`src/design/rsc_cfg.svh`:
```
/*
  constants of the reset source controller: register offsets, field positions,
  reset values and release counts.
  assumes the input clock of the reset timing is the block clock sys_clk.
*/
// How it works
// - power-on reset resets everything, the pll state and core included, and drives the hard-reset line.
// - straps are sampled only by the power-on flow; hard and soft flows leave them alone.
// - the pll and clock synthesis reset follows power-on reset only.
// - an externally pulled-low hard-reset line launches the hard flow.
// - the hard-reset line is pulled low open-drain in power-on and hard flows, never in soft, never high.
// - a watchdog count at zero with its event enabled launches a hard flow.
// - a bus monitor count at zero with its event enabled launches a hard flow.
// - a tap extest, clamp or highz instruction launches a soft flow.
// - a readable register holds the sources of the most recent reset.
// - every flow resets the watchdog and bus monitor registers.
// - every flow resets clock stop control, halt request and halt acknowledge.
// - every flow resets the extended core and the peripherals.
// - on power-on release the two boot-mode bits, watchdog, byte-width and strobe straps are captured.
// - reset configuration comes from a host port or an i2c memory, selected by the straps.
// - the hard-reset line is released 521 input clocks after power-on release.
`ifndef RSC_CFG_SVH
`define RSC_CFG_SVH
// register byte offsets
`define RSC_OFS_CTRL 5'h00
`define RSC_OFS_SRC 5'h04
`define RSC_OFS_STRAP 5'h08
`define RSC_OFS_ISTAT 5'h0C
`define RSC_OFS_IMASK 5'h10
`define RSC_ADDR_W 5
// control fields and reset value
`define RSC_CTRL_WDOG_EN 0
`define RSC_CTRL_BMON_EN 1
`define RSC_CTRL_RST 2'h3
// source bit positions, shared by source, status and mask registers
`define RSC_SRC_POR 0
`define RSC_SRC_HARD_EXT 1
`define RSC_SRC_WDOG 2
`define RSC_SRC_BMON 3
`define RSC_SRC_TAP 4
`define RSC_SRC_W 5
// timing in input-clock periods, and the input clock to sys_clk ratio
`define RSC_POR_MIN_CLKS 16
`define RSC_POR_RELEASE_CLKS 521
`define RSC_CLKS_PER_INPUT_CLK 1
`define RSC_HARD_HOLD_CLKS 16
`define RSC_SOFT_HOLD_CLKS 8
`endif

```
`src/design/rsc_pkg.sv`:
```
/*
  types of the reset source controller.
  assumes rsc_cfg.svh is on the include path.
*/
`include "rsc_cfg.svh"
package rsc_pkg;
  // flow state, one-hot
  typedef enum logic [3:0] {
    RSC_ST_POR = 4'h1,
    RSC_ST_HARD = 4'h2,
    RSC_ST_SOFT = 4'h4,
    RSC_ST_RUN = 4'h8
  } rsc_state_e;
  // reset outputs to the device, all active high
  typedef struct packed {
    logic pll;
    logic core;
    logic periph;
    logic timer;
    logic clk_stop;
  } rsc_rst_s;
  // captured straps
  typedef struct packed {
    logic [1:0] boot_mode;
    logic watchdog_en;
    logic host_byte_width;
    logic host_strobe;
  } rsc_strap_s;
  // source vector
  typedef logic [`RSC_SRC_W-1:0] rsc_src_t;
endpackage

```
`src/design/rsc_reset_ctrl.sv`:
```
/*
  reset source controller: merges power-on, hard-line, watchdog, bus monitor
  and tap sources into power-on, hard and soft flows, with an avalon-mm slave.
  assumes all inputs synchronous to sys_clk, which is also the input clock,
  and an outside wire that resolves the open-drain hard-reset line.
*/
`timescale 1ns/1ps
`include "rsc_cfg.svh"
module rsc_reset_ctrl #(
  parameter int CNT_W = 16,
  parameter int POR_RELEASE = `RSC_POR_RELEASE_CLKS * `RSC_CLKS_PER_INPUT_CLK,
  parameter int HARD_HOLD = `RSC_HARD_HOLD_CLKS * `RSC_CLKS_PER_INPUT_CLK,
  parameter int SOFT_HOLD = `RSC_SOFT_HOLD_CLKS * `RSC_CLKS_PER_INPUT_CLK
) (
  // clock and reset
  input wire logic sys_clk,
  input wire logic srst,
  // board reset pins
  input wire logic power_on_reset_in_n,
  input wire logic hard_reset_line_in_n,
  output logic hard_reset_line_out,
  output logic hard_reset_line_oe,
  // internal sources
  input wire logic watchdog_zero,
  input wire logic bus_monitor_zero,
  input wire logic tap_extest,
  input wire logic tap_clamp,
  input wire logic tap_highz,
  // straps
  input wire logic [1:0] boot_mode_strap,
  input wire logic watchdog_enable_strap,
  input wire logic host_byte_width_strap,
  input wire logic host_strobe_strap,
  // reset outputs
  output rsc_pkg::rsc_rst_s rst_out,
  output logic soft_reset_internal,
  output rsc_pkg::rsc_strap_s strap_out,
  output logic config_from_host,
  // avalon-mm slave
  input wire logic [`RSC_ADDR_W-1:0] avs_address,
  input wire logic avs_read,
  input wire logic avs_write,
  input wire logic [31:0] avs_writedata,
  output logic [31:0] avs_readdata,
  output logic avs_waitrequest,
  // interrupt
  output logic irq
);
  import rsc_pkg::*;

  // refuse counts the counter cannot hold
  initial begin
    if (POR_RELEASE < 1 || HARD_HOLD < 1 || SOFT_HOLD < 1 || POR_RELEASE >= 2**CNT_W ||
        HARD_HOLD >= 2**CNT_W || SOFT_HOLD >= 2**CNT_W) begin
      $error("rsc_reset_ctrl: count out of range");
    end
  end

  localparam logic [CNT_W-1:0] POR_CNT = CNT_W'(POR_RELEASE);
  localparam logic [CNT_W-1:0] HARD_CNT = CNT_W'(HARD_HOLD);
  localparam logic [CNT_W-1:0] SOFT_CNT = CNT_W'(SOFT_HOLD);

  rsc_state_e state_ff;
  rsc_state_e nxt_state;
  logic [CNT_W-1:0] cnt_ff;
  logic [CNT_W-1:0] nxt_cnt;
  logic [1:0] ctrl_ff;
  rsc_src_t src_ff;
  rsc_src_t istat_ff;
  rsc_src_t imask_ff;
  rsc_strap_s strap_ff;
  logic por_seen_ff;
  logic ack_ff;
  logic [31:0] rdata_ff;
  rsc_src_t req;
  logic hard_req;
  logic soft_req;
  logic flow_start;
  logic por_rise;
  logic acc_ok;
  logic sel_ctrl;
  logic sel_src;
  logic sel_strap;
  logic sel_istat;
  logic sel_imask;
  logic istat_clr;
  logic [31:0] nxt_rdata;

  // source requests; the line is only read while we are not pulling it
  always_comb begin
    req = '0;
    req[`RSC_SRC_POR] = ~power_on_reset_in_n;
    req[`RSC_SRC_HARD_EXT] = ~hard_reset_line_in_n & ~hard_reset_line_oe;
    req[`RSC_SRC_WDOG] = watchdog_zero & ctrl_ff[`RSC_CTRL_WDOG_EN];
    req[`RSC_SRC_BMON] = bus_monitor_zero & ctrl_ff[`RSC_CTRL_BMON_EN];
    req[`RSC_SRC_TAP] = tap_extest | tap_clamp | tap_highz;
  end
  assign hard_req = req[`RSC_SRC_HARD_EXT] | req[`RSC_SRC_WDOG] | req[`RSC_SRC_BMON];
  assign soft_req = req[`RSC_SRC_TAP];

  // flow selection, widest flow wins
  always_comb begin
    nxt_state = state_ff;
    nxt_cnt = cnt_ff;
    flow_start = 1'b0;
    if (req[`RSC_SRC_POR]) begin
      nxt_state = RSC_ST_POR;
      nxt_cnt = POR_CNT;
      flow_start = (state_ff != RSC_ST_POR);
    end else begin
      case (state_ff)
        RSC_ST_POR: begin
          // count from the release edge of power-on reset
          if (cnt_ff == CNT_W'(1)) begin
            nxt_state = RSC_ST_RUN;
          end else begin
            nxt_cnt = cnt_ff - CNT_W'(1);
          end
        end
        RSC_ST_HARD: begin
          if (cnt_ff == CNT_W'(1)) begin
            nxt_state = RSC_ST_RUN;
          end else begin
            nxt_cnt = cnt_ff - CNT_W'(1);
          end
        end
        RSC_ST_SOFT: begin
          if (hard_req) begin
            nxt_state = RSC_ST_HARD;
            nxt_cnt = HARD_CNT;
            flow_start = 1'b1;
          end else if (cnt_ff == CNT_W'(1)) begin
            nxt_state = RSC_ST_RUN;
          end else begin
            nxt_cnt = cnt_ff - CNT_W'(1);
          end
        end
        default: begin
          if (hard_req) begin
            nxt_state = RSC_ST_HARD;
            nxt_cnt = HARD_CNT;
            flow_start = 1'b1;
          end else if (soft_req) begin
            nxt_state = RSC_ST_SOFT;
            nxt_cnt = SOFT_CNT;
            flow_start = 1'b1;
          end
        end
      endcase
    end
  end

  // flow state and counter
  always_ff @(posedge sys_clk) begin
    if (srst) begin
      state_ff <= RSC_ST_POR;
      cnt_ff <= POR_CNT;
    end else begin
      state_ff <= nxt_state;
      cnt_ff <= nxt_cnt;
    end
  end

  // reset outputs decoded from the flow state
  always_comb begin
    rst_out.pll = (state_ff == RSC_ST_POR);
    rst_out.core = (state_ff != RSC_ST_RUN);
    rst_out.periph = (state_ff != RSC_ST_RUN);
    rst_out.timer = (state_ff != RSC_ST_RUN);
    rst_out.clk_stop = (state_ff != RSC_ST_RUN);
  end
  assign soft_reset_internal = (state_ff == RSC_ST_SOFT);
  // open drain: only ever pulls low
  assign hard_reset_line_out = 1'b0;
  assign hard_reset_line_oe = (state_ff == RSC_ST_POR) || (state_ff == RSC_ST_HARD);

  // strap capture on power-on release only
  always_ff @(posedge sys_clk) begin
    if (srst) begin
      por_seen_ff <= 1'b0;
    end else begin
      por_seen_ff <= power_on_reset_in_n;
    end
  end
  assign por_rise = power_on_reset_in_n & ~por_seen_ff;

  always_ff @(posedge sys_clk) begin
    if (srst) begin
      strap_ff <= '0;
    end else if (por_rise) begin
      strap_ff.boot_mode <= boot_mode_strap;
      strap_ff.watchdog_en <= watchdog_enable_strap;
      strap_ff.host_byte_width <= host_byte_width_strap;
      strap_ff.host_strobe <= host_strobe_strap;
    end
  end
  assign strap_out = strap_ff;
  // boot mode 0 loads configuration from the host port, else from i2c memory
  assign config_from_host = (strap_ff.boot_mode == 2'h0);

  // address decode, one select per register; unmapped offsets select nothing
  always_comb begin
    sel_ctrl = 1'b0;
    sel_src = 1'b0;
    sel_strap = 1'b0;
    sel_istat = 1'b0;
    sel_imask = 1'b0;
    if (avs_address == `RSC_OFS_CTRL) begin
      sel_ctrl = 1'b1;
    end else if (avs_address == `RSC_OFS_SRC) begin
      sel_src = 1'b1;
    end else if (avs_address == `RSC_OFS_STRAP) begin
      sel_strap = 1'b1;
    end else if (avs_address == `RSC_OFS_ISTAT) begin
      sel_istat = 1'b1;
    end else if (avs_address == `RSC_OFS_IMASK) begin
      sel_imask = 1'b1;
    end
  end

  // bus handshake: one wait cycle, then the answer
  assign acc_ok = (avs_read | avs_write) & ack_ff;
  assign avs_waitrequest = (avs_read | avs_write) & ~ack_ff;
  always_ff @(posedge sys_clk) begin
    if (srst) begin
      ack_ff <= 1'b0;
    end else begin
      ack_ff <= (avs_read | avs_write) & ~ack_ff;
    end
  end

  // control register, restored by every flow
  always_ff @(posedge sys_clk) begin
    if (srst || state_ff != RSC_ST_RUN) begin
      ctrl_ff <= `RSC_CTRL_RST;
    end else if (acc_ok && avs_write && sel_ctrl) begin
      ctrl_ff <= avs_writedata[1:0];
    end
  end

  // last reset sources, all simultaneous ones recorded
  always_ff @(posedge sys_clk) begin
    if (srst) begin
      src_ff <= rsc_src_t'(1 << `RSC_SRC_POR);
    end else if (flow_start) begin
      src_ff <= req;
    end
  end

  // sticky event status, one flop per source; set wins over read-clear, and a read
  // clears only the bits it returned, so an event landing in the wait cycle survives
  assign istat_clr = acc_ok & avs_read & sel_istat;
  for (genvar i = 0; i < `RSC_SRC_W; i++) begin : g_istat
    always_ff @(posedge sys_clk) begin
      if (srst) begin
        istat_ff[i] <= 1'b0;
      end else if (flow_start && req[i]) begin
        istat_ff[i] <= 1'b1;
      end else if (istat_clr && rdata_ff[i]) begin
        istat_ff[i] <= 1'b0;
      end
    end
  end

  // interrupt mask, its own word after status
  always_ff @(posedge sys_clk) begin
    if (srst) begin
      imask_ff <= '0;
    end else if (acc_ok && avs_write && sel_imask) begin
      imask_ff <= avs_writedata[`RSC_SRC_W-1:0];
    end
  end
  assign irq = |(istat_ff & imask_ff);

  // read data mux; unmapped reads give zero
  always_comb begin
    nxt_rdata = 32'h0;
    if (sel_ctrl) begin
      nxt_rdata = {30'h0, ctrl_ff};
    end else if (sel_src) begin
      nxt_rdata = {27'h0, src_ff};
    end else if (sel_strap) begin
      nxt_rdata = {27'h0, strap_ff};
    end else if (sel_istat) begin
      nxt_rdata = {27'h0, istat_ff};
    end else if (sel_imask) begin
      nxt_rdata = {27'h0, imask_ff};
    end
  end

  // read data, loaded during the wait cycle and held until the next read
  always_ff @(posedge sys_clk) begin
    if (srst) begin
      rdata_ff <= 32'h0;
    end else if (avs_read && !ack_ff) begin
      rdata_ff <= nxt_rdata;
    end
  end
  assign avs_readdata = rdata_ff;

endmodule

```
`config.mk`:
```
export PLATFORM = sky130hd
export DESIGN_NAME = rsc_reset_ctrl
export DESIGN_NICKNAME = d
export VERILOG_FILES = /design/src/design/rsc_pkg.sv /design/src/design/rsc_reset_ctrl.sv
export VERILOG_INCLUDE_DIRS = /design/src /design/src/design
export SDC_FILE = /design/constraint.sdc
export NUM_CORES = 1
export LEC_CHECK = 0
export BUFFER_PORTS_ARGS = -buffer_cell sky130_fd_sc_hd__buf_2
export CAP_MARGIN = 20
export CORE_UTILIZATION = 45
export CTS_CLUSTER_DIAMETER = 200
export DETAILED_ROUTE_END_ITERATION = 7
export PLACE_DENSITY_LB_ADDON = 0.3
export SYNTH_ARGS = -nofsm -noshare
export SYNTH_HDL_FRONTEND = slang
export SYNTH_SLANG_ARGS = --single-unit
```
`constraint.sdc`:
```
create_clock -name sys_clk -period 5.4 [get_ports sys_clk]
set_input_delay 0.54 -clock sys_clk [delete_from_list [all_inputs] [get_ports sys_clk]]
set_output_delay 0.54 -clock sys_clk [all_outputs]
set_load 0.02 [all_outputs]
```
### Word level (Yosys, flattened, before mapping)

Index checks and enable logic that the tools add are counted.

* register bits after elaboration: 76
* output and inout bits: 48
* logic and storage cells: 120
* bits of input ports: 53

* equal/unequal tests: 10
* bitwise gates (word level): 19
* add/subtract/negate cells: 1
* reduce and logical (&&, ||, !) cells: 28
* mux-type cells: 45

Operators with widths (number)
* 16-bit two-way mux: 4
* 16-bit one-hot mux with 2 select lines: 1
* 1-bit two-way mux: 29
* 5-bit two-way mux: 5
* 16-bit by 1-bit equality test with 1-bit output (second input constant): 1
* 4-bit two-way mux: 4
* 16-bit by 1-bit subtractor with 16-bit output (second input constant): 1
* 1-bit logical AND: 14
* 5-bit by 4-bit equality test with 1-bit output (second input constant): 2
* 2-bit nonzero test: 5
* 1-bit AND: 8
* 4-bit one-hot mux with 2 select lines: 1
* 5-bit AND: 1
* 5-bit by 3-bit equality test with 1-bit output (second input constant): 1
* 5-bit equality test (second input constant): 1
* 5-bit zero test: 1
* 1-bit inverter: 5
* 1-bit bitwise OR: 5
* 5-bit OR reduction: 1
* 4-bit by 1-bit equality test with 1-bit output (second input constant): 1
* 4-bit by 2-bit equality test with 1-bit output (second input constant): 1
* 4-bit by 3-bit equality test with 1-bit output (second input constant): 1
* 4-bit by 1-bit inequality test with 1-bit output (second input constant): 1
* 4-bit inequality test (second input constant): 1
* 6 further kinds: 8

### Depth between registers and ports, before layout

* depth in word-level cells: 11
* depth in mapped cells: 7
* gate-level depth less buffers: 7

### Worst setup path before layout

No wires, ideal clock.

* path type: flip-flop to output port
* from: reg state_ff[3]
* to: out rst_out[1] (netlist name)
* cell stages (with the launch flop): 4
* slack: 3.534 ns
* buffers on the path: 1
* arrival: 1.326 ns
* required time: 4.860 ns
* cells stage by stage: dfxtp_1 inv_1 or4_1 buf_4

RTL lines
* from (decl): line rsc_reset_ctrl.sv:63 `rsc_state_e state_ff;`
* from (signal assigned): line rsc_reset_ctrl.sv:159 `state_ff <= nxt_state;`
* to (decl): line rsc_reset_ctrl.sv:35 `output rsc_pkg::rsc_rst_s rst_out,`

==> flow_summary_export.csv <==
group,metric,value,unit
sta,post_layout_min_period,2200,ps
sta,worst_slack,3200,ps
clock_network,post_cts_buffers,0,
synthesis,post_synth_edffs,0,
worst_setup_path,timing.reg2reg.worst_path_depth,5,
worst_setup_path,setup.worst_path.class,"register to primary output",
power_and_ir_drop,p_per_area,218,nW/µm²
routing,topRoutingLayerUsed,"met4",
synthesis,mappedNetlistArea,2870,µm²
routing,wl_per_cell,14.5,µm
sta,setup-tns-final,0,ps
synthesis,ys_top_cells_by_count,"49 x sky130_fd_sc_hd__dfxtp_1, 32 x sky130_fd_sc_hd__buf_4, 30 x sky130_fd_sc_hd__nor2_1, 27 x sky130_fd_sc_hd__o21ai_0, 20 x sky130_fd_sc_hd__nand2_1",
routing,wl_met1,3.37,mm
worst_setup_path,crit_path_max_incr_delay,630,ps
synthesis,yosysUniqueCellTypes,65,
clock_network,cts_hold_buf,0,
clock_network,postCtsResizedCells,0,
grt,grt_pass1_vias,2052,
placed_design,hpwlAfterDp,4.85,mm
routing,drt-initial-drc-count,140,
grt,grt_overflow,0,
floorplanning,fp.dieArea,6700,µm²
clock_network,cts-root-to-sink-buffers,2,
synthesis,post_synthesis_async_set_or_reset_flop_share,0,
routing,post_route_drc_violation_count,0,
floorplanning,start_util,0.476,
worst_setup_path,crit_path_max_fanout,5,
synthesis,syn_inst,339,
synthesis,ys_warn_count,0,
clock_network,tritoncts.num_buffers,5,
synthesis,ys_seq_elements,49,
sta,hold-worst-slack,458,ps
floorplanning,num_io_pins,101,
sta,drv_slew,0,
routing,viasPerCell,5.55,
sta,final.setup_skew,8.69,ps
cells_and_area,final_net_count,430,
grt,grtUsageTotal,0.195,
synthesis,yosys-top-cells-area,"sky130_fd_sc_hd__dfxtp_1 34%, sky130_fd_sc_hd__buf_4 8.4%, sky130_fd_sc_hd__o21ai_0 4.7%",
clock_network,clock_tree.htree_level_count,2,
cells_and_area,seq_area,981,µm²
worst_setup_path,endpoint_type_of_the_worst_setup_path,"primary output",
cells_and_area,area_growth_syn_to_layout,7.15,%
worst_setup_path,data_arrival_time_at_the_worst_slack_endpoint,1660,ps
worst_setup_path,crit_required,4860,ps
sta,tightest_pin_transition,616,ps
worst_setup_path,worst_path_cell_chain,"inv_1 -> or4_1 -> buf_2",
floorplanning,die_x,81.9,µm
clock_network,tritoncts,"done",
sta,final-setup-viol-count,0,
cells_and_area,share_of_final_layout_standard_cells_stronger_than_drive_strength_1,0.191,
synthesis,synth_area_per_cell,8.47,µm²
status,status,"complete, no violations",
power_and_ir_drop,power.static_leakage,1.17,nW
synthesis,synth_top_cell_area_share,0.342,
sta,clock.fmax,0.455,GHz
routing,postRouteWirelength,6.53,mm
worst_setup_path,start_kind,"register",
floorplanning,fp.coreArea,6030,µm²
min_path,worstHoldPathType,"input port to register",
grt,global_route_wire_length_before_repair,9.99,mm
routing,vias,2505,
routing,met3WireLength,301,µm
grt,grt_start_max_net_pins,29,
routing,met2RoutedLength,2.80,mm
power_and_ir_drop,vdd_drop_max,0.110,mV
placed_design,pre_cts_ws,2940,ps
clock_network,worst_skew_pair.late_latency,300,ps
cells_and_area,fillCellCount,582,
worst_setup_path,critPathSlowestCell,"sky130_fd_sc_hd__or4_1",
synthesis,most_used_dff_post_synth,"sky130_fd_sc_hd__dfxtp_1",
placed_design,place_congestion,0.866,
floorplanning,die_h,81.9,µm
routing,firstDrtPassIters,4,
sta,timing.max_slew.rel_slack,0.588,
sta,final_hold_viol_count,0,
sta,grt_setup_unrepaired,"false",
clock_network,clock_root_buffer,"sky130_fd_sc_hd__clkbuf_8",
cells_and_area,antennaDiodeCount,0,
cells_and_area,multi_input_comb_area,1640,µm²
synthesis,synth.yosys.seq_area_share,0.342,
routing,ant_nets,0,
clock_network,clk_pin_slew_worst_paths,90,ps
floorplanning,fp-row-count,28,
sta,finalCritPeriodShare,0.407,
synthesis,synth.largest_area_cell,"sky130_fd_sc_hd__dfxtp_1",
placed_design,place.port_buffers,45,
synthesis,post-synth-top-count-cell,"sky130_fd_sc_hd__dfxtp_1",
run,cap_viol_max_count,0,
grt,grt_antenna_before_repair,0,
min_path,whs_path_depth,3,
clock_network,clkSinkCount,49,
-- power breakdown --
group          total [W]  internal (W)  leakage (nW)  switching, W
Combinational  0.0000776     0.0000233         0.725     0.0000543
Clock           0.000219     0.0000926        0.0456      0.000126
Sequential      0.000373      0.000366         0.397    0.00000637
-- cell families after synthesis --
family          after synthesis  synth area share
simple gates                127             0.260
compound gates               83             0.194
buf+inv                      55             0.121
flops                        49             0.342
mux                          13            0.0453
xor+xnor                      9            0.0275
fa+ha+maj                     2           0.00872
other cells                   1           0.00131
-- path summary, 6_finish.rpt --
check | start | endpoint | slack [ps]
worst max-delay path | state_ff[3] | rst_out[0] | 3200
worst min-delay path | avs_writedata[1] | ctrl_ff[1] | 460
worst max register to register | state_ff[2] | cnt_ff[3] | 3210
worst min register to register | src_ff[2] | src_ff[2] | 460
-- cell type report --
| class | count | area share |
|---|---|---|
| inverter | 12 | 0.0146 |
| tap | 75 | 0.0305 |
| sequential | 49 | 0.319 |
| clock buffer | 6 | 0.0236 |
| clock inverter | 2 | 0.00448 |
| timing repair buffer | 45 | 0.0732 |
| multi-input combinational | 262 | 0.535 |
-- per-stage QoR --
step	instances	total power [W]	util	cell area (µm²)
final	451	0.000669	0.510	3080
after global routing	451	0.000696	0.510	3080
after CTS	451	0.000673	0.510	3080
after detailed placement	443	0.000458	0.496	2990
after global placement	443	0.000457	0.496	2990
after floorplan	366	0.000448	-	2970
-- worst max-delay path: cells and delay by family (launching register included) --
family / cells / cell delay [ps]
simple gates: 1 / 630
buf+inv: 2 / 320
flops: 1 / 410
-- per-layer routing --
layer	up-vias	global-route usage
li1	1238	-
met1	1182	0.286
met2	79	0.290
met3	6	0.0367
met4	0	0.0474
met5	-	0
-- state kept, by name, summed over array words and instances, names as in the netlist --
signal        flops
cnt_ff           16
avs_readdata      5
imask_ff          5
istat_ff          5
src_ff            5
strap_out         5
state_ff          4
ctrl_ff           2
ack_ff            1
por_seen_ff       1
-- cell usage in the layout (no fill, tap or decap), drive strengths merged, types with 5 or more instances in the layout --
cell	instances
a21oi	19
a22oi	5
and3	5
buf	45
clkbuf	6
conb	28
dfxtp	49
inv	12
mux2i	13
nand2	20
nand2b	5
nand3	13
nor2	32
nor2b	8
nor3	9
nor4	7
o21ai	29
or2	6
or3	6
xor2	7
No activity file was read; power rests on OpenSTA's default activity.
